<file path="src/verilog/idec_pkg.sv">
// Opcode patterns, field layout, flag masks and register map of the instruction decoder
package idec_pkg;

  typedef enum logic [4:0] {
    NOP_OP,
    ADD_ACC_TO_REG,
    SUB_ACC_FROM_REG,
    AND_ACC_REG,
    OR_ACC_REG,
    XOR_ACC_REG,
    DEC_SKIP_ON_ZERO,
    INC_SKIP_ON_ZERO,
    ROTATE_LEFT_THRU_CARRY,
    ROTATE_RIGHT_THRU_CARRY,
    BIT_CLEAR_OP,
    BIT_SET_OP,
    TEST_SKIP_IF_ZERO_BIT,
    TEST_SKIP_IF_ONE_BIT,
    AND_LITERAL_OP,
    OR_LITERAL_OP,
    XOR_LITERAL_OP,
    LOAD_LITERAL_OP,
    CALL_OP,
    GOTO_OP,
    RETURN_WITH_LITERAL,
    WATCHDOG_KICK,
    SLEEP_OP,
    OPTION_LOAD_OP,
    PIN_DIRECTION_LOAD
  } op_e;

  localparam int INSTR_W = 12;
  localparam int QUARTERS_DEF = 4;

  // Instruction fields
  localparam int F_LSB = 0;
  localparam int F_MSB = 4;
  localparam int D_BIT = 5;
  localparam int B_LSB = 5;
  localparam int B_MSB = 7;
  localparam int K_MSB = 7;
  localparam int K9_MSB = 8;
  localparam int PC_BIT8 = 8;

  // Pattern masks and match values
  localparam logic [11:0] MASK_BYTE = 12'hfc0;
  localparam logic [11:0] MASK_NIB = 12'hf00;
  localparam logic [11:0] MASK_JUMP = 12'he00;
  localparam logic [11:0] MASK_EXACT = 12'hfff;
  localparam logic [11:0] PAT_ADD = 12'h1c0;
  localparam logic [11:0] PAT_SUB = 12'h080;
  localparam logic [11:0] PAT_AND = 12'h140;
  localparam logic [11:0] PAT_OR = 12'h100;
  localparam logic [11:0] PAT_XOR = 12'h180;
  localparam logic [11:0] PAT_DECS = 12'h2c0;
  localparam logic [11:0] PAT_INCS = 12'h3c0;
  localparam logic [11:0] PAT_ROTL = 12'h340;
  localparam logic [11:0] PAT_ROTR = 12'h300;
  localparam logic [11:0] PAT_BCLR = 12'h400;
  localparam logic [11:0] PAT_BSET = 12'h500;
  localparam logic [11:0] PAT_BTSTC = 12'h600;
  localparam logic [11:0] PAT_BTSTS = 12'h700;
  localparam logic [11:0] PAT_ANDL = 12'he00;
  localparam logic [11:0] PAT_ORL = 12'hd00;
  localparam logic [11:0] PAT_XORL = 12'hf00;
  localparam logic [11:0] PAT_MOVL = 12'hc00;
  localparam logic [11:0] PAT_CALL = 12'h900;
  localparam logic [11:0] PAT_GOTO = 12'ha00;
  localparam logic [11:0] PAT_RETL = 12'h800;
  localparam logic [11:0] PAT_WDT = 12'h004;
  localparam logic [11:0] PAT_SLEEP = 12'h003;
  localparam logic [11:0] PAT_OPTION = 12'h002;
  localparam logic [11:0] PAT_PINDIR = 12'h006;

  // Flag update mask: carry, half carry, zero, watchdog expiry, sleep entered
  localparam int FLAG_W = 5;
  typedef logic [FLAG_W-1:0] flag_t;
  localparam flag_t FLAGS_NONE = 5'h00;
  localparam flag_t FLAGS_CARRY = 5'h01;
  localparam flag_t FLAGS_ZERO = 5'h04;
  localparam flag_t FLAGS_ARITH = 5'h07;
  localparam flag_t FLAGS_EXPIRY = 5'h18;

  localparam logic [4:0] TIMER_REG_ADDR = 5'h01;
  localparam logic [4:0] IO_REG_ADDR = 5'h06;
  localparam logic [7:0] BYTE_ONE = 8'h01;
  localparam logic [7:0] BYTE_ALL = 8'hff;

  // Register map, byte addresses on the bus
  localparam logic [3:0] REG_CTRL = 4'h0;
  localparam logic [3:0] REG_STAT = 4'h4;
  localparam logic [3:0] REG_INSTR = 4'h8;
  localparam logic [3:0] REG_COUNT = 4'hc;
  localparam int CTRL_EN_BIT = 0;
  localparam int CTRL_PSA_BIT = 1;
  localparam logic CTRL_EN_RST = 1'b1;
  localparam logic CTRL_PSA_RST = 1'b0;

  function automatic logic pat_hit(input logic [11:0] w, input logic [11:0] m,
                                   input logic [11:0] v);
    return (w & m) == v;
  endfunction

  function automatic logic is_byte_op(input op_e op);
    return op inside {ADD_ACC_TO_REG, SUB_ACC_FROM_REG, AND_ACC_REG, OR_ACC_REG,
                      XOR_ACC_REG, DEC_SKIP_ON_ZERO, INC_SKIP_ON_ZERO,
                      ROTATE_LEFT_THRU_CARRY, ROTATE_RIGHT_THRU_CARRY};
  endfunction

  function automatic logic is_bit_write(input op_e op);
    return op inside {BIT_CLEAR_OP, BIT_SET_OP};
  endfunction

  function automatic logic is_literal_acc(input op_e op);
    return op inside {AND_LITERAL_OP, OR_LITERAL_OP, XOR_LITERAL_OP, LOAD_LITERAL_OP,
                      RETURN_WITH_LITERAL};
  endfunction

endpackage

</file>
<file path="src/verilog/op_classify.sv">
// Maps a 12-bit instruction word onto its operation class
`timescale 1ns/10ps
module op_classify
  import idec_pkg::*;
(
  input logic [INSTR_W-1:0] instr_i,  // Fetched instruction word
  output op_e op_o                    // Operation class
);

  always_comb begin
    if (pat_hit(instr_i, MASK_BYTE, PAT_ADD)) begin
      op_o = ADD_ACC_TO_REG; // [RULE1]
    end else if (pat_hit(instr_i, MASK_BYTE, PAT_SUB)) begin
      op_o = SUB_ACC_FROM_REG; // [RULE1]
    end else if (pat_hit(instr_i, MASK_BYTE, PAT_AND)) begin
      op_o = AND_ACC_REG; // [RULE3]
    end else if (pat_hit(instr_i, MASK_BYTE, PAT_OR)) begin
      op_o = OR_ACC_REG; // [RULE3]
    end else if (pat_hit(instr_i, MASK_BYTE, PAT_XOR)) begin
      op_o = XOR_ACC_REG; // [RULE3]
    end else if (pat_hit(instr_i, MASK_BYTE, PAT_DECS)) begin
      op_o = DEC_SKIP_ON_ZERO; // [RULE4]
    end else if (pat_hit(instr_i, MASK_BYTE, PAT_INCS)) begin
      op_o = INC_SKIP_ON_ZERO; // [RULE4]
    end else if (pat_hit(instr_i, MASK_BYTE, PAT_ROTL)) begin
      op_o = ROTATE_LEFT_THRU_CARRY; // [RULE5]
    end else if (pat_hit(instr_i, MASK_BYTE, PAT_ROTR)) begin
      op_o = ROTATE_RIGHT_THRU_CARRY; // [RULE5]
    end else if (pat_hit(instr_i, MASK_NIB, PAT_BCLR)) begin
      op_o = BIT_CLEAR_OP; // [RULE6]
    end else if (pat_hit(instr_i, MASK_NIB, PAT_BSET)) begin
      op_o = BIT_SET_OP; // [RULE6]
    end else if (pat_hit(instr_i, MASK_NIB, PAT_BTSTC)) begin
      op_o = TEST_SKIP_IF_ZERO_BIT; // [RULE7]
    end else if (pat_hit(instr_i, MASK_NIB, PAT_BTSTS)) begin
      op_o = TEST_SKIP_IF_ONE_BIT; // [RULE7]
    end else if (pat_hit(instr_i, MASK_NIB, PAT_ANDL)) begin
      op_o = AND_LITERAL_OP; // [RULE8]
    end else if (pat_hit(instr_i, MASK_NIB, PAT_ORL)) begin
      op_o = OR_LITERAL_OP; // [RULE9]
    end else if (pat_hit(instr_i, MASK_NIB, PAT_XORL)) begin
      op_o = XOR_LITERAL_OP; // [RULE9]
    end else if (pat_hit(instr_i, MASK_NIB, PAT_MOVL)) begin
      op_o = LOAD_LITERAL_OP; // [RULE9]
    end else if (pat_hit(instr_i, MASK_NIB, PAT_CALL)) begin
      op_o = CALL_OP; // [RULE10]
    end else if (pat_hit(instr_i, MASK_JUMP, PAT_GOTO)) begin
      op_o = GOTO_OP; // [RULE10]
    end else if (pat_hit(instr_i, MASK_NIB, PAT_RETL)) begin
      op_o = RETURN_WITH_LITERAL; // [RULE10]
    end else if (pat_hit(instr_i, MASK_EXACT, PAT_WDT)) begin
      op_o = WATCHDOG_KICK; // [RULE15]
    end else if (pat_hit(instr_i, MASK_EXACT, PAT_SLEEP)) begin
      op_o = SLEEP_OP; // [RULE15]
    end else if (pat_hit(instr_i, MASK_EXACT, PAT_OPTION)) begin
      op_o = OPTION_LOAD_OP; // [RULE15]
    end else if (pat_hit(instr_i, MASK_EXACT, PAT_PINDIR)) begin
      op_o = PIN_DIRECTION_LOAD; // [RULE13]
    end else begin
      op_o = NOP_OP; // [RULE19]
    end
  end

endmodule

</file>
<file path="src/verilog/instr_decoder.sv">
// Instruction decoder: cycle divider, decode stage, skip control and register slave
`timescale 1ns/10ps
// Behaviour
// RULE1: Add and subtract with a file register update carry, half carry, zero; one cycle.
// RULE2: Destination bit clear writes the accumulator, set writes the file register.
// RULE3: AND, OR, XOR of accumulator with a file register update zero only.
// RULE4: Decrement or increment, skip next on zero result; no flag change.
// RULE5: Rotate left or right through carry; only carry is updated.
// RULE6: Clear or set one bit of a file register; one cycle, no flags.
// RULE7: Test one bit, skip next when clear or set form matches; no flags.
// RULE8: AND literal into the accumulator, zero flag updated.
// RULE9: OR and XOR literal update zero; literal load changes no flag.
// RULE10: Call, jump and literal return take two cycles, no flag change.
// RULE11: Any counter write other than the jump forces counter bit 8 low.
// RULE12: Read-modify-write of the I/O register takes its operand from pin levels.
// RULE13: Pin direction load copies accumulator to tri-state latches; one floats pin.
// RULE14: Timer register targets clear the prescaler when it is assigned there.
// RULE15: Watchdog kick and standby update expiry flags; option load takes accumulator.
// RULE16: Instruction cycle lasts four clocks; taken tests and jumps take two cycles.
// RULE17: A taken skip replaces the already fetched word by a no-operation.
// RULE18: Call pushes return, loads low byte, page bits from status, clears bit 8.
// RULE19: Unknown encodings run as a single-cycle no-operation.
// RULE20: Decode combinationally, register at the start of the execute cycle.
module instr_decoder
  import idec_pkg::*;
#(
  parameter int QUARTERS = QUARTERS_DEF  // Clocks per instruction cycle
) (
  input logic clk_i,                     // System clock
  input logic rst_i,                     // Synchronous reset, high
  input logic [INSTR_W-1:0] instr_i,     // Fetched instruction word
  input logic [7:0] reg_data_i,          // Latch value of addressed file register
  input logic [7:0] pin_data_i,          // Pin levels of the I/O register
  input logic [7:0] acc_i,               // Accumulator value
  input logic [1:0] status_page_i,       // Status bits 6:5, page select
  input logic wb_cyc_i,                  // Bus cycle
  input logic wb_stb_i,                  // Bus strobe
  input logic wb_we_i,                   // Bus write
  input logic [3:0] wb_adr_i,            // Bus byte address
  input logic [3:0] wb_sel_i,            // Bus byte enables
  input logic [31:0] wb_dat_i,           // Bus write data
  output logic [31:0] wb_dat_o,          // Bus read data
  output logic wb_ack_o,                 // Bus acknowledge
  output logic icycle_o,                 // Last clock of instruction cycle
  output op_e op_o,                      // Executing operation class
  output logic squash_o,                 // Executing slot was discarded
  output logic [4:0] file_addr_o,        // File register address
  output logic [2:0] bit_sel_o,          // Bit number
  output logic [7:0] literal_o,          // Literal byte
  output logic [7:0] operand_o,          // File operand, pins or latch
  output logic acc_we_o,                 // Result goes to accumulator
  output logic dest_file_o,              // Result goes to file register
  output flag_t flag_we_o,               // Flags to update
  output logic skip_o,                   // Next instruction is skipped
  output logic pc_load_o,                // Program counter is loaded
  output logic [10:0] pc_target_o,       // Counter load value
  output logic pc_bit8_clr_o,            // Force counter bit 8 low
  output logic push_o,                   // Push return address
  output logic pop_o,                    // Pop return address
  output logic pin_direction_load_we_o,                // Load tri-state latches
  output logic [7:0] pin_direction_load_data_o,        // Tri-state latch value
  output logic option_we_o,              // Load option register
  output logic [7:0] option_data_o,      // Option register value
  output logic prescaler_clr_o,          // Clear timer prescaler
  output logic wdt_clr_o,                // Clear watchdog
  output logic sleep_o                   // Enter standby
);

  localparam int GAP_M1 = QUARTERS - 1;

  if (QUARTERS < 2 || QUARTERS > 15) begin : g_bad_quarters
    $error("QUARTERS must lie between 2 and 15");
  end

  logic [3:0] q_cnt_r;
  logic icyc_en;
  logic ctrl_en_r;
  logic psa_tmr_r;
  logic squash_r;
  logic [15:0] retired_r;
  logic [INSTR_W-1:0] instr_r;
  op_e op_raw;
  op_e op_nxt;
  logic [4:0] faddr;
  logic dbit;
  logic [2:0] bsel;
  logic writes_back;
  logic [7:0] opnd_nxt;
  logic acc_we_nxt;
  flag_t flag_we_nxt;
  logic skip_nxt;
  logic pc_load_nxt;
  logic [10:0] pc_target_nxt;
  logic push_nxt;
  logic pop_nxt;
  logic presc_clr_nxt;
  logic wb_req;
  logic [31:0] rd_nxt;

  // Cycle divider; the phase runs free so one cycle is exactly QUARTERS clocks
  assign icyc_en = (q_cnt_r == 4'(QUARTERS - 1));
  assign icycle_o = icyc_en;

  always_ff @(posedge clk_i) begin
    if (rst_i) begin
      q_cnt_r <= '0;
    end else if (icyc_en) begin
      q_cnt_r <= '0; // [RULE16]
    end else begin
      q_cnt_r <= q_cnt_r + 4'h1;
    end
  end

  op_classify u_classify (
    .instr_i(instr_i),
    .op_o(op_raw)
  );

  assign faddr = instr_i[F_MSB:F_LSB];
  assign dbit = instr_i[D_BIT];
  assign bsel = instr_i[B_MSB:B_LSB];

  always_comb begin
    // Discarded slot and disabled decoder both run as no-operation
    op_nxt = (squash_r || !ctrl_en_r) ? NOP_OP : op_raw; // [RULE17] [RULE19]
    writes_back = (is_byte_op(op_nxt) && dbit) || is_bit_write(op_nxt); // [RULE2]
    // Latch would lose pins driven low from outside, so write-backs read pins
    if (writes_back && faddr == IO_REG_ADDR) begin
      opnd_nxt = pin_data_i; // [RULE12]
    end else begin
      opnd_nxt = reg_data_i;
    end
    acc_we_nxt = (is_byte_op(op_nxt) && !dbit) || is_literal_acc(op_nxt); // [RULE2]
    presc_clr_nxt = psa_tmr_r && writes_back && faddr == TIMER_REG_ADDR; // [RULE14]
    flag_we_nxt = FLAGS_NONE;
    skip_nxt = 1'b0;
    pc_load_nxt = 1'b0;
    pc_target_nxt = '0;
    push_nxt = 1'b0;
    pop_nxt = 1'b0;
    case (op_nxt)
      ADD_ACC_TO_REG, SUB_ACC_FROM_REG: begin
        flag_we_nxt = FLAGS_ARITH; // [RULE1]
      end
      AND_ACC_REG, OR_ACC_REG, XOR_ACC_REG: begin
        flag_we_nxt = FLAGS_ZERO; // [RULE3]
      end
      DEC_SKIP_ON_ZERO: begin
        skip_nxt = (opnd_nxt == BYTE_ONE); // [RULE4]
      end
      INC_SKIP_ON_ZERO: begin
        skip_nxt = (opnd_nxt == BYTE_ALL); // [RULE4]
      end
      ROTATE_LEFT_THRU_CARRY, ROTATE_RIGHT_THRU_CARRY: begin
        flag_we_nxt = FLAGS_CARRY; // [RULE5]
      end
      TEST_SKIP_IF_ZERO_BIT: begin
        skip_nxt = !opnd_nxt[bsel]; // [RULE7]
      end
      TEST_SKIP_IF_ONE_BIT: begin
        skip_nxt = opnd_nxt[bsel]; // [RULE7]
      end
      AND_LITERAL_OP: begin
        flag_we_nxt = FLAGS_ZERO; // [RULE8]
      end
      OR_LITERAL_OP, XOR_LITERAL_OP: begin
        flag_we_nxt = FLAGS_ZERO; // [RULE9]
      end
      CALL_OP: begin
        pc_load_nxt = 1'b1; // [RULE10]
        push_nxt = 1'b1; // [RULE18]
        pc_target_nxt = {status_page_i, 1'b0, instr_i[K_MSB:0]}; // [RULE18]
      end
      GOTO_OP: begin
        pc_load_nxt = 1'b1; // [RULE10]
        pc_target_nxt = {status_page_i, instr_i[K9_MSB:0]};
      end
      RETURN_WITH_LITERAL: begin
        pc_load_nxt = 1'b1; // [RULE10]
        pop_nxt = 1'b1;
      end
      WATCHDOG_KICK, SLEEP_OP: begin
        flag_we_nxt = FLAGS_EXPIRY; // [RULE15]
      end
      default: begin
        flag_we_nxt = FLAGS_NONE; // [RULE6] [RULE19]
      end
    endcase
  end

  // Execute stage registers, loaded once per instruction cycle
  always_ff @(posedge clk_i) begin
    if (rst_i) begin
      op_o <= NOP_OP;
      squash_o <= 1'b0;
      file_addr_o <= '0;
      bit_sel_o <= '0;
      literal_o <= '0;
      operand_o <= '0;
      acc_we_o <= 1'b0;
      dest_file_o <= 1'b0;
      flag_we_o <= FLAGS_NONE;
      skip_o <= 1'b0;
      pc_load_o <= 1'b0;
      pc_target_o <= '0;
      pc_bit8_clr_o <= 1'b0;
      push_o <= 1'b0;
      pop_o <= 1'b0;
      prescaler_clr_o <= 1'b0;
      instr_r <= '0;
    end else if (icyc_en) begin
      op_o <= op_nxt; // [RULE20]
      squash_o <= squash_r;
      file_addr_o <= faddr;
      bit_sel_o <= bsel;
      literal_o <= instr_i[K_MSB:0];
      operand_o <= opnd_nxt;
      acc_we_o <= acc_we_nxt;
      dest_file_o <= writes_back;
      flag_we_o <= flag_we_nxt;
      skip_o <= skip_nxt;
      pc_load_o <= pc_load_nxt;
      pc_target_o <= pc_target_nxt;
      pc_bit8_clr_o <= pc_load_nxt && op_nxt != GOTO_OP; // [RULE11]
      push_o <= push_nxt;
      pop_o <= pop_nxt;
      prescaler_clr_o <= presc_clr_nxt; // [RULE14]
      instr_r <= instr_i;
    end
  end

  // Control side effects: accumulator loads of pin direction and option, watchdog clear, standby
  always_ff @(posedge clk_i) begin
    if (rst_i) begin
      pin_direction_load_we_o <= 1'b0;
      pin_direction_load_data_o <= '0;
      option_we_o <= 1'b0;
      option_data_o <= '0;
      wdt_clr_o <= 1'b0;
      sleep_o <= 1'b0;
    end else if (icyc_en) begin
      pin_direction_load_we_o <= (op_nxt == PIN_DIRECTION_LOAD); // [RULE13]
      pin_direction_load_data_o <= acc_i; // [RULE13]
      option_we_o <= (op_nxt == OPTION_LOAD_OP); // [RULE15]
      option_data_o <= acc_i;
      wdt_clr_o <= (op_nxt == WATCHDOG_KICK); // [RULE15]
      sleep_o <= (op_nxt == SLEEP_OP); // [RULE15]
    end
  end

  // Taken skip or counter load discards the word fetched meanwhile
  always_ff @(posedge clk_i) begin
    if (rst_i) begin
      squash_r <= 1'b0;
    end else if (icyc_en) begin
      squash_r <= skip_nxt || pc_load_nxt; // [RULE16] [RULE17]
    end
  end

  // Executed instructions, discarded slots not counted
  always_ff @(posedge clk_i) begin
    if (rst_i) begin
      retired_r <= '0;
    end else if (icyc_en && !squash_r && ctrl_en_r) begin
      retired_r <= retired_r + 16'h0001;
    end
  end

  // Register slave: one wait state, read data registered on the same edge as ack
  assign wb_req = wb_cyc_i && wb_stb_i;

  always_comb begin
    case (wb_adr_i)
      REG_CTRL: begin
        rd_nxt = 32'({psa_tmr_r, ctrl_en_r});
      end
      REG_STAT: begin
        rd_nxt = 32'({squash_o, pc_load_o, skip_o, flag_we_o, op_o});
      end
      REG_INSTR: begin
        rd_nxt = 32'(instr_r);
      end
      REG_COUNT: begin
        rd_nxt = 32'(retired_r);
      end
      default: begin
        rd_nxt = '0;
      end
    endcase
  end

  always_ff @(posedge clk_i) begin
    if (rst_i) begin
      wb_ack_o <= 1'b0;
      wb_dat_o <= '0;
    end else begin
      wb_ack_o <= wb_req && !wb_ack_o;
      if (wb_req && !wb_ack_o && !wb_we_i) begin
        wb_dat_o <= rd_nxt;
      end
    end
  end

  // Writes land on the edge where the master samples ack
  always_ff @(posedge clk_i) begin
    if (rst_i) begin
      ctrl_en_r <= CTRL_EN_RST;
      psa_tmr_r <= CTRL_PSA_RST;
    end else if (wb_req && wb_we_i && wb_ack_o && wb_adr_i == REG_CTRL && wb_sel_i[0]) begin
      ctrl_en_r <= wb_dat_i[CTRL_EN_BIT];
      psa_tmr_r <= wb_dat_i[CTRL_PSA_BIT];
    end
  end
endmodule

</file>
<file path="config.mk">
export PLATFORM = sky130hd
export DESIGN_NAME = instr_decoder
export DESIGN_NICKNAME = d
export VERILOG_FILES = /design/src/verilog/idec_pkg.sv /design/src/verilog/op_classify.sv /design/src/verilog/instr_decoder.sv
export SDC_FILE = /design/constraint.sdc
export NUM_CORES = 1
export LEC_CHECK = 0
export BUFFER_PORTS_ARGS = -buffer_cell sky130_fd_sc_hd__buf_2
export CAP_MARGIN = 20
export CORE_MARGIN = 2
export CORE_UTILIZATION = 46
export DETAILED_ROUTE_END_ITERATION = 8
export GPL_TIMING_DRIVEN = 1
export PLACE_DENSITY = 0.78
export SLEW_MARGIN = 40
export SYNTH_ARGS = -nofsm -noshare
export SYNTH_HDL_FRONTEND = slang
export SYNTH_SLANG_ARGS = --single-unit
</file>
<file path="constraint.sdc">
create_clock -name clk_i -period 4.6 [get_ports clk_i]
set_clock_uncertainty 0.15 [all_clocks]
set_input_delay 0.92 -clock clk_i [delete_from_list [all_inputs] [get_ports clk_i]]
set_output_delay 0.92 -clock clk_i [all_outputs]
set_load 0.005 [all_outputs]
</file>
# After elaboration in Yosys (flattened, before gate mapping)
# Index checks and enable logic that the tools add are counted.
[totals]
reg_bits = 134
output_inout_bits = 108
[op_classes]
add_sub_neg = 2
order_cmp = 1
eq_ne = 57
mux = 35
n_reduce_logical = 35
[ops]
columns = ["cell", "count"]
rows = [
  ["$mux 5", 25],
  ["$pmux 16 s4", 1],
  ["$eq 5x5->1 const B", 9],
  ["$eq 5x4->1 const B", 8],
  ["$eq 4x4->1 const B", 8],
  ["$eq 5x3->1 const B", 5],
  ["$eq 12x2->1 const B", 2],
  ["$eq 12x3->1 const B", 2],
  ["$eq 6x3->1 const B", 4],
  ["$eq 6x4->1 const B", 4],
  ["$pmux 11 s2", 1],
  ["$eq 4x3->1 const B", 5],
  ["$pmux 5 s4", 1],
  ["$add 16x1->16 const B", 1],
  ["$logic_and 1x1->1", 15],
  ["$eq 5x1->1 const B", 2],
  ["$eq 5x2->1 const B", 2],
  ["$reduce_bool 9->1", 1],
  ["$eq 8x1->1 const B", 1],
  ["$eq 8x8->1 const B", 1],
  ["$mux 8", 1],
  ["$reduce_or 2->1", 4],
  ["$eq 6x2->1 const B", 1],
  ["$logic_not 1->1", 6],
  ["14 further kinds", 20],
]

# Logic depth before layout (Yosys ltp)
# Gate-level depths: netlist (run 1).
[logic_depth]
depth_word = 37
mapped_depth = 14

# Modules after synthesis
# Synthesis (run 1) repeated with hierarchy kept, for this count alone.
[unflattened]
hier_cells = 633
hier_area_um2 = 5227.5
[by_module_without_submodules]
columns = ["module", "n_inst", "cells_per_inst", "area_each_um2"]
rows = [
  ["instr_decoder", 1, 574, 4837.1],
  ["op_classify", 1, 59, 390.4],
]

# Worst setup path after synthesis (run 1)
# Ideal clock, no wire load.
[synth_path]
path_kind = "input to register"
start = "input instr_i[9]"
end = "register squash_r"
arrival_ps = 4078
required_ps = 4321
slack_ps = 243
stages = 13
path_buffers = 2
cell_sequence = "buf_2 or4_4 or3_4 o31a_1 o31ai_4 o2111ai_1 a21boi_1 buf_6 mux2_1 a41oi_1 o221ai_1 a311oi_1 nand3_1"
[synth_via]
elab_chain_cells = 37
word_cells_on_any_way = 80
[synth_lines]
columns = ["item", "line", "source"]
rows = [
  ["from (decl)", "instr_decoder.sv:31", "input logic [INSTR_W-1:0] instr_i,"],
  ["$eq 12x3->1", "idec_pkg.sv:101", "return (w & m) == v;"],
  ["$mux 5", "op_classify.sv:57", "end else if (pat_hit(instr_i, MASK_EXACT, PAT_PINDIR)) begin"],
  ["$mux 5", "op_classify.sv:55", "end else if (pat_hit(instr_i, MASK_EXACT, PAT_OPTION)) begin"],
  ["$mux 5", "op_classify.sv:53", "end else if (pat_hit(instr_i, MASK_EXACT, PAT_SLEEP)) begin"],
  ["$mux 5", "op_classify.sv:51", "end else if (pat_hit(instr_i, MASK_EXACT, PAT_WDT)) begin"],
  ["$mux 5", "op_classify.sv:49", "end else if (pat_hit(instr_i, MASK_NIB, PAT_RETL)) begin"],
  ["$mux 5", "op_classify.sv:47", "end else if (pat_hit(instr_i, MASK_JUMP, PAT_GOTO)) begin"],
  ["$mux 5", "op_classify.sv:45", "end else if (pat_hit(instr_i, MASK_NIB, PAT_CALL)) begin"],
  ["[... 21 more ...]", "-", ""],
  ["$logic_or 1x1->1", "instr_decoder.sv:126", "writes_back = (is_byte_op(op_nxt) && dbit) || is_bit_write(op_nxt);"],
  ["$logic_and 1x1->1", "instr_decoder.sv:128", "if (writes_back && faddr == IO_REG_ADDR) begin"],
  ["$mux 8", "instr_decoder.sv:128", ""],
  ["$bmux 1 s3", "instr_decoder.sv:158, instr_decoder.sv:161", ""],
  ["$mux 1 (implied by the code)", "instr_decoder.sv:158, instr_decoder.sv:161", ""],
  ["$logic_not 1->1", "instr_decoder.sv:158", "skip_nxt = !opnd_nxt[bsel];"],
  ["$pmux 1 s4", "instr_decoder.sv:141", "case (op_nxt)"],
  ["$logic_or 1x1->1 *", "instr_decoder.sv:256", "squash_r <= skip_nxt || pc_load_nxt;"],
  ["to (signal assigned)", "instr_decoder.sv:256", ""],
  ["to (decl)", "instr_decoder.sv:79", "logic squash_r;"],
]
# Every way passes the cells marked *; elsewhere a longest branch is shown, timed or not. The select of a mux whose other input is x is not followed.
# A chain may end at the register's enable or synchronous reset.

# Worst setup path in the final report (run 1)
[layout_path]
start = "input instr_i[3]"
end = "register squash_r"
[layout_via]
elab_chain_cells = 37
word_cells_on_any_way = 61
[layout_lines]
columns = ["item", "line"]
rows = [
  ["$eq 12x3->1", "idec_pkg.sv:101"],
  ["$mux 5", "op_classify.sv:57"],
  ["$mux 5", "op_classify.sv:55"],
  ["$mux 5", "op_classify.sv:53"],
  ["$mux 5", "op_classify.sv:51"],
  ["$mux 5", "op_classify.sv:49"],
  ["$mux 5", "op_classify.sv:47"],
  ["$mux 5", "op_classify.sv:45"],
  ["[... 21 more ...]", "-"],
  ["$logic_or 1x1->1", "instr_decoder.sv:126"],
  ["$logic_and 1x1->1", "instr_decoder.sv:128"],
  ["$mux 8", "instr_decoder.sv:128"],
  ["$bmux 1 s3", "instr_decoder.sv:158, instr_decoder.sv:161"],
  ["$mux 1 (implied by the code)", "instr_decoder.sv:158, instr_decoder.sv:161"],
  ["$logic_not 1->1", "instr_decoder.sv:158"],
  ["$pmux 1 s4", "instr_decoder.sv:141"],
  ["$logic_or 1x1->1 *", "instr_decoder.sv:256"],
]
# Marks and branches as above.

==> results of run 1 <==
-- cells by family after synthesis --
kind of cell	after synthesis
other	1
and+or+nand+nor	270
adders and majority gates	2
buffers and inverters	96
AOI/OAI and AO/OA	145
muxes	27
xor gates and xnor gates	20
DFF	101
-- stage by stage --
step / setup slack, ps / util / instances
2_1_floorplan: 243 / - / 677
3_3_place_gp: 63.1 / 0.533 / 905
3_5_place_dp: 16.6 / 0.533 / 905
4_1_cts: 356 / 0.560 / 921
5_1_grt: 47.1 / 0.561 / 921
6_report: 294 / 0.561 / 921
-- critical path: cells and delay by family --
family                 cells  cell delay, ps
AO/OA/AOI/OAI              7            1620
buffers and inverters      4             610
multiplexers               1             350
AND/OR/NAND/NOR            3             900
-- power breakdown --
group | internal [mW] | switching [mW] | total [mW] | leakage [nW]
clock network | 0.436 | 0.363 | 0.799 | 0.152
logic | 0.118 | 0.178 | 0.296 | 1.86
registers | 0.895 | 0.0161 | 0.911 | 0.816
-- layer usage --
metal  global-route usage  wire length, µm
met2                0.378             6990
met4               0.0699              313
met5                    0                0
met3               0.0373              796
met1                0.300             6350
-- registers in the layout, indices dropped and copies added, names as in the netlist, 2 cells and up --
signal and count:
bit_sel_o 2, file_addr_o 4, flag_we_o 4, instr_r 5, op_o 5, operand_o 8
option_data_o 8, pc_target_o 11, q_cnt_r 4, retired_r 16, wb_dat_o 16
-- worst min-delay path by stage --
stage | end | cells past startpoint
after floorplan | q_cnt_r[0] | 1
final | prescaler_clr_o | 2
after CTS | pc_target_o[8] | 2
after global placement | option_we_o | 2
after global routing | pc_target_o[8] | 2
after detailed placement | prescaler_clr_o | 2
-- cell type report --
type | count | area, µm² | area share
clock buffer | 9 | 225 | 0.0352
sequential | 101 | 2020 | 0.316
timing repair buffer | 173 | 950 | 0.148
tap | 143 | 179 | 0.0280
multi-input combinational | 480 | 2900 | 0.454
inverter | 8 | 30.0 | 0.00469
clock inverter | 7 | 91.3 | 0.0143
-- layout by cell type, fill, tap and decap left out, types with 7 or more instances in the layout --
cell,n
mux2_2,11
nand4_1,9
a21oi_1,51
nor2_1,83
clkbuf_16,9
a22oi_1,17
conb_1,16
nand3_1,16
xor2_1,15
buf_2,141
o21ai_0,12
a211oi_1,7
nor3_1,13
nor2b_1,8
a22o_1,13
dfxtp_1,101
nand2_1,94
inv_1,7
buf_4,31
mux2i_1,10
==> impl_results.md, run 1 <==
* Status: finished, final reports clean
* Die ar. at 0.0126 mm²
* Initial DRT Pass Iterations at 5
* Die width at 112 µm
* Fmax at 232 MHz
* GRT Residual Overflow at 0
* First-pass GRT wire length at 23400 µm
* Cts hold-fix bufs at 0
* Area leader, netlist: dfxtp_1
* Average size of a mapped cell at 8.16 µm²
* Worst-Skew Late Latency at 350 ps
* IO Pins at 191
* CTS tree: done
* Rows at 39
* Critical R2R Capture: squash_r
* CP Capture Point: squash_r
* Num CTS Buffers at 9
* Die height at 112 µm
* CTS Sinks at 101
* Vias/cell at 5.54
* EDFF count, synth at 0
* CP startpoint kind: input port
* Synth Area in Compound Gates at 0.193
* Layout Nets at 858
* Post-synthesis xor/xnor area fraction at 0.0324
* RSZ-0062 raised after global routing: no
* DRC Markers at 0
* #FFs+latches synth at 101
* P per Cell Area at 313 mW/mm²
* CP most frequent cell: buf_4
* Total wire length at 14500 µm
* Post-synthesis sequential area ratio at 0.374
* Max transition margin at 0.497
* CTS Buffer Depth at 2
* Post-CTS Resized at 0
* WS Path Type: in -> reg
* Synth top area share at 0.374
* Worst hold-check path type: reg -> reg
* Vias in the first global route at 4561
* Core area at 0.0114 mm²
* Cells after Synth at 662
* Yosys warns at 0
* Clock Tree Root: clkbuf_16
* Most common cell in the synthesized netlist: dfxtp_1
* Via count at 5098
* Worst reg2reg path startpoint: ctrl_en_r
* Layout cells sized above 1 at 0.284
* H-tree level count at 3
* Cell with the largest stage delay on the worst path: or4_4
* Area share of and/or/nand/nor cells after synthesis at 0.236
* Fill count at 1098
* Clk pin slew, worst setup/hold paths at 70 ps
* Max-cap violations at 0
* Hold_ws at 300 ps
* Period minus WS final at 4310 ps
* Post-place instance area at 0.00608 mm²
* Slew @ Worst Pin at 752 ps
* Crit path launch: instr_i[3]
* Final hold vios at 0
* Setup crit end kind: flip-flop
* Crit path largest cell delay at 540 ps
* Final total power at 2.01 mW
* Post-route cell area at 0.00640 mm²
* Hold Startpoint: prescaler_clr_o
* Final antenna-violating net count at 0
* Leakage at 2.82 nW
* DP HPWL at 10500 µm
* Synth top area cells: dfxtp_1, nand2_1, nor2_1
* Final Setup Violations at 0
* Fin crit share at 0.936
* Multiplexer share of the synthesized area at 0.0602
* Arr. time, crit path at 4390 ps
* Area share of fa/ha/maj cells after synthesis at 0.00463
* Layout overhead on the synthesized area at 18.5%
* Critical Path Fanout Max at 6
* Largest net degree at the start of global routing at 83
* Initial Util at 0.473
* Ys flop type: dfxtp_1
* Antenna violations before repair at 0
* Post-synth top cells: dfxtp_1, nand2_1, nor2_1
* Max Slew Vio Count at 0
* Initial DRC count at 466
* Wire per inst at 15.7 µm
* GPL Wtd Cong at 0.893
* TNS Setup at 0 ps
* Netlist Area Pre-Place at 0.00540 mm²
* Post-synth cell types at 73
* IO Port Bufs at 141
* Total GRT Usage at 0.226
* Postcts setup bufs at 0
* R2R Setup Slk at 1150 ps
* Ys async rst share at 0
* Worst r2r path cells at 12
* Largest family of logic cells by synthesized area: simple AND/OR/NAND/NOR gates
* Antenna Cells at 0
* Worst vdd ir at 173 µV
* Crit path required time at 4680 ps
* Crit path cell chain: buf_2 -> or4_4 -> buf_4 -> nor4_1 -> o221ai_1 -> a21o_1 -> a21oi_1 -> a21boi_1 -> buf_4 -> mux2_1 -> a41oi_1 -> o221ai_1 -> a311oi_1 -> buf_4 -> nand3_1
Power figures use the tool's default switching activity.
==> run 2: changes to the inputs <==
Settings changed: RECOVER_POWER set to 100.
==> run 2 against run 1 <==
  * The run now ends with capacitance limit, slew limit left
  * Power down 0.17%
  * Setup slack worse by 58 ps
  * Flip-flop and latch count unchanged
  * Cell count unchanged
  * Fmax down 1.3%
  * Critical path depth down 1
  * Global-route usage unchanged
  * Sequential share of layout area up 0.43 points
  * Largest power group unchanged
  * Highest routed layer unchanged
==> impl_results.md, run 2 (same netlist as run 1, synthesis figures left out) <==
* Status: complete, but fails checks
* Setup crit end kind: flip-flop
* CP startpoint kind: input port
* Rows at 39 (unchanged)
* Initial Util at 0.473 (unchanged)
* Antenna Cells at 0 (unchanged)
* Slew @ Worst Pin at 2180 ps (+1420 ps)
* Area of the multi-input gates at 0.00287 mm² (-1.0%)
* Max Slew Vio Count at 51 (+51)
* Clock Tree Root: clkbuf_16
* Total wire length at 14500 µm (unchanged)
* Crit path required time at 4680 ps (about the same)
* Via count at 5107 (+0.18%)
* Postcts setup bufs at 0 (unchanged)
* Post-route cell area at 0.00631 mm² (-1.3%)
* CTS Sinks at 101 (unchanged)
* R2R Setup Slk at 560 ps (-590 ps)
* H-tree level count at 3 (unchanged)
* Vias in the first global route at 4561 (unchanged)
* Period minus WS final at 4360 ps (+57.5 ps)
* First-pass GRT wire length at 23400 µm (unchanged)
* Stages on the worst setup path at 14 (-1)
* Num CTS Buffers at 9 (unchanged)
* GRT Residual Overflow at 0 (unchanged)
* Post-CTS Resized at 0 (unchanged)
* Largest net degree at the start of global routing at 83 (unchanged)
* Worst r2r path cells at 8 (-4)
* CTS Buffer Depth at 2 (unchanged)
* Worst vdd ir at 174 µV (+0.50%)
* Antenna violations before repair at 0 (unchanged)
* GPL Wtd Cong at 0.893 (unchanged)
* CP most frequent cell: buf_4
* Top flop regs: retired_r: 16 flops, wb_dat_o: 16 flops, pc_target_o: 11 flops
* Die width at 112 µm (unchanged)
* Fin crit share at 0.949 (+0.0125)
* Crit path largest cell delay at 540 ps (about the same)
* Initial DRT Pass Iterations at 5 (unchanged)
* P per Cell Area at 317 mW/mm² (+1.2%)
* Fmax at 229 MHz (-1.3%)
* Most frequent cells in the layout: buf_2, dfxtp_1, nand2_1
* RSZ-0062 raised after global routing: no
* Worst hold-check path type: reg -> reg
* Layout Nets at 858 (unchanged)
* Final antenna-violating net count at 0 (unchanged)
* Fill count at 1117 (+1.7%)
* WP buf/inv at 3 (-1)
* Leakage at 2.66 nW (-6.0%)
* Total GRT Usage at 0.226 (unchanged)
* Cell with the largest stage delay on the worst path: or4_1
* Crit path cell chain: buf_2 -> or4_1 -> or3_1 -> o31a_1 -> o31ai_1 -> o2111ai_1 -> a21boi_1 -> buf_4 -> mux2_1 -> a41oi_1 -> o221ai_1 -> a311oi_1 -> buf_4 -> nand3_1
* Cts hold-fix bufs at 0 (unchanged)
* Delay-heaviest family, CP: compound AO/OA/AOI/OAI gates
* TNS Setup at 0 ps (unchanged)
* Most common cell after layout, fill and taps aside: buf_2
* IO Port Bufs at 141 (unchanged)
* Die height at 112 µm (unchanged)
* Seq. cell area at 0.00202 mm² (unchanged)
* Vias/cell at 5.55 (+0.18%)
* IO Pins at 191 (unchanged)
* Die ar. at 0.0126 mm² (unchanged)
* Wire per inst at 15.7 µm (unchanged)
* Worst-Skew Late Latency at 350 ps (about the same)
* Max transition margin at -0.451 (-0.948)
* Arr. time, crit path at 4440 ps (+50 ps)
* Final Setup Violations at 0 (unchanged)
* WS Path Type: in -> reg
* Critical Path Fanout Max at 6 (unchanged)
* Post-place instance area at 0.00608 mm² (unchanged)
* Initial DRC count at 426 (-8.6%)
* Core area at 0.0114 mm² (unchanged)
* DRC Markers at 0 (unchanged)
* Max-cap violations at 1 (+1)
* Clk pin slew, worst setup/hold paths at 70 ps (about the same)
* Layout overhead on the synthesized area at 16.9%
* CTS tree: done
* Failing checks: capacitance limit, slew limit
* Hold path depth at 2 (unchanged)
* Layout cells sized above 1 at 0.230 (-0.0540)
* Final hold vios at 0 (unchanged)
* DP HPWL at 10500 µm (unchanged)
-- run 2: cell types whose count changed in the layout (fill, tap and decap cells not counted), sizes merged --
cell / before / now
buf: 173 / 136
clkbuf: 9 / 46
-- run 2: metal layers --
layer	track usage	vias up	wire, µm	share of wire
met5	0	-	0	0
li1	-	2501	-	-
met1	0.300	2410	6470	0.45
met4	0.0699	0	310	0.021
met3	0.0373	23	734	0.051
met2	0.378	173	6940	0.48
-- run 2: path summary, 6_finish.rpt --
check	endpoint	start
setup / recovery	squash_r	instr_i[3]
hold reg to reg	pc_target_o[8]	pc_target_o[8]
hold / removal	pc_target_o[8]	pc_target_o[8]
setup reg to reg	pc_target_o[7]	q_cnt_r[0]
-- run 2: worst reg2reg max path, cell delays in order (launching register included) --
cell and delay [ps]:
dfxtp_1 330, ha_1 230, nand2_1 60, clkbuf_1 1540, inv_2 60, buf_4 350, nor2_1 610, clkbuf_1 440
a22o_1 220
-- run 2: through the flow --
stage          hold slack [ps]  instances  power, mW  setup WS (ps)   util
4_1_cts                    301        921       2.01            356  0.560
5_1_grt                    325        921       2.08           42.3  0.553
3_3_place_gp               287        905       1.22           63.1  0.533
6_report                   304        921       2.00            236  0.553
3_5_place_dp               293        905       1.22           16.6  0.533
2_1_floorplan              283        677       1.13            243      -
-- run 2: cell type report --
| cell class | count | area share |
|---|---|---|
| inverter | 8 | 0.00476 |
| tap | 143 | 0.0283 |
| multi-input combinational | 480 | 0.455 |
| timing repair buffer | 173 | 0.141 |
| clock buffer | 9 | 0.0357 |
| sequential | 101 | 0.320 |
| clock inverter | 7 | 0.0145 |
-- run 2: where the power goes --
| group | switching (mW) | internal (mW) |
|---|---|---|
| Sequential | 0.0163 | 0.895 |
| Clock | 0.365 | 0.436 |
| Combinational | 0.177 | 0.112 |
| Total | 0.559 | 1.44 |
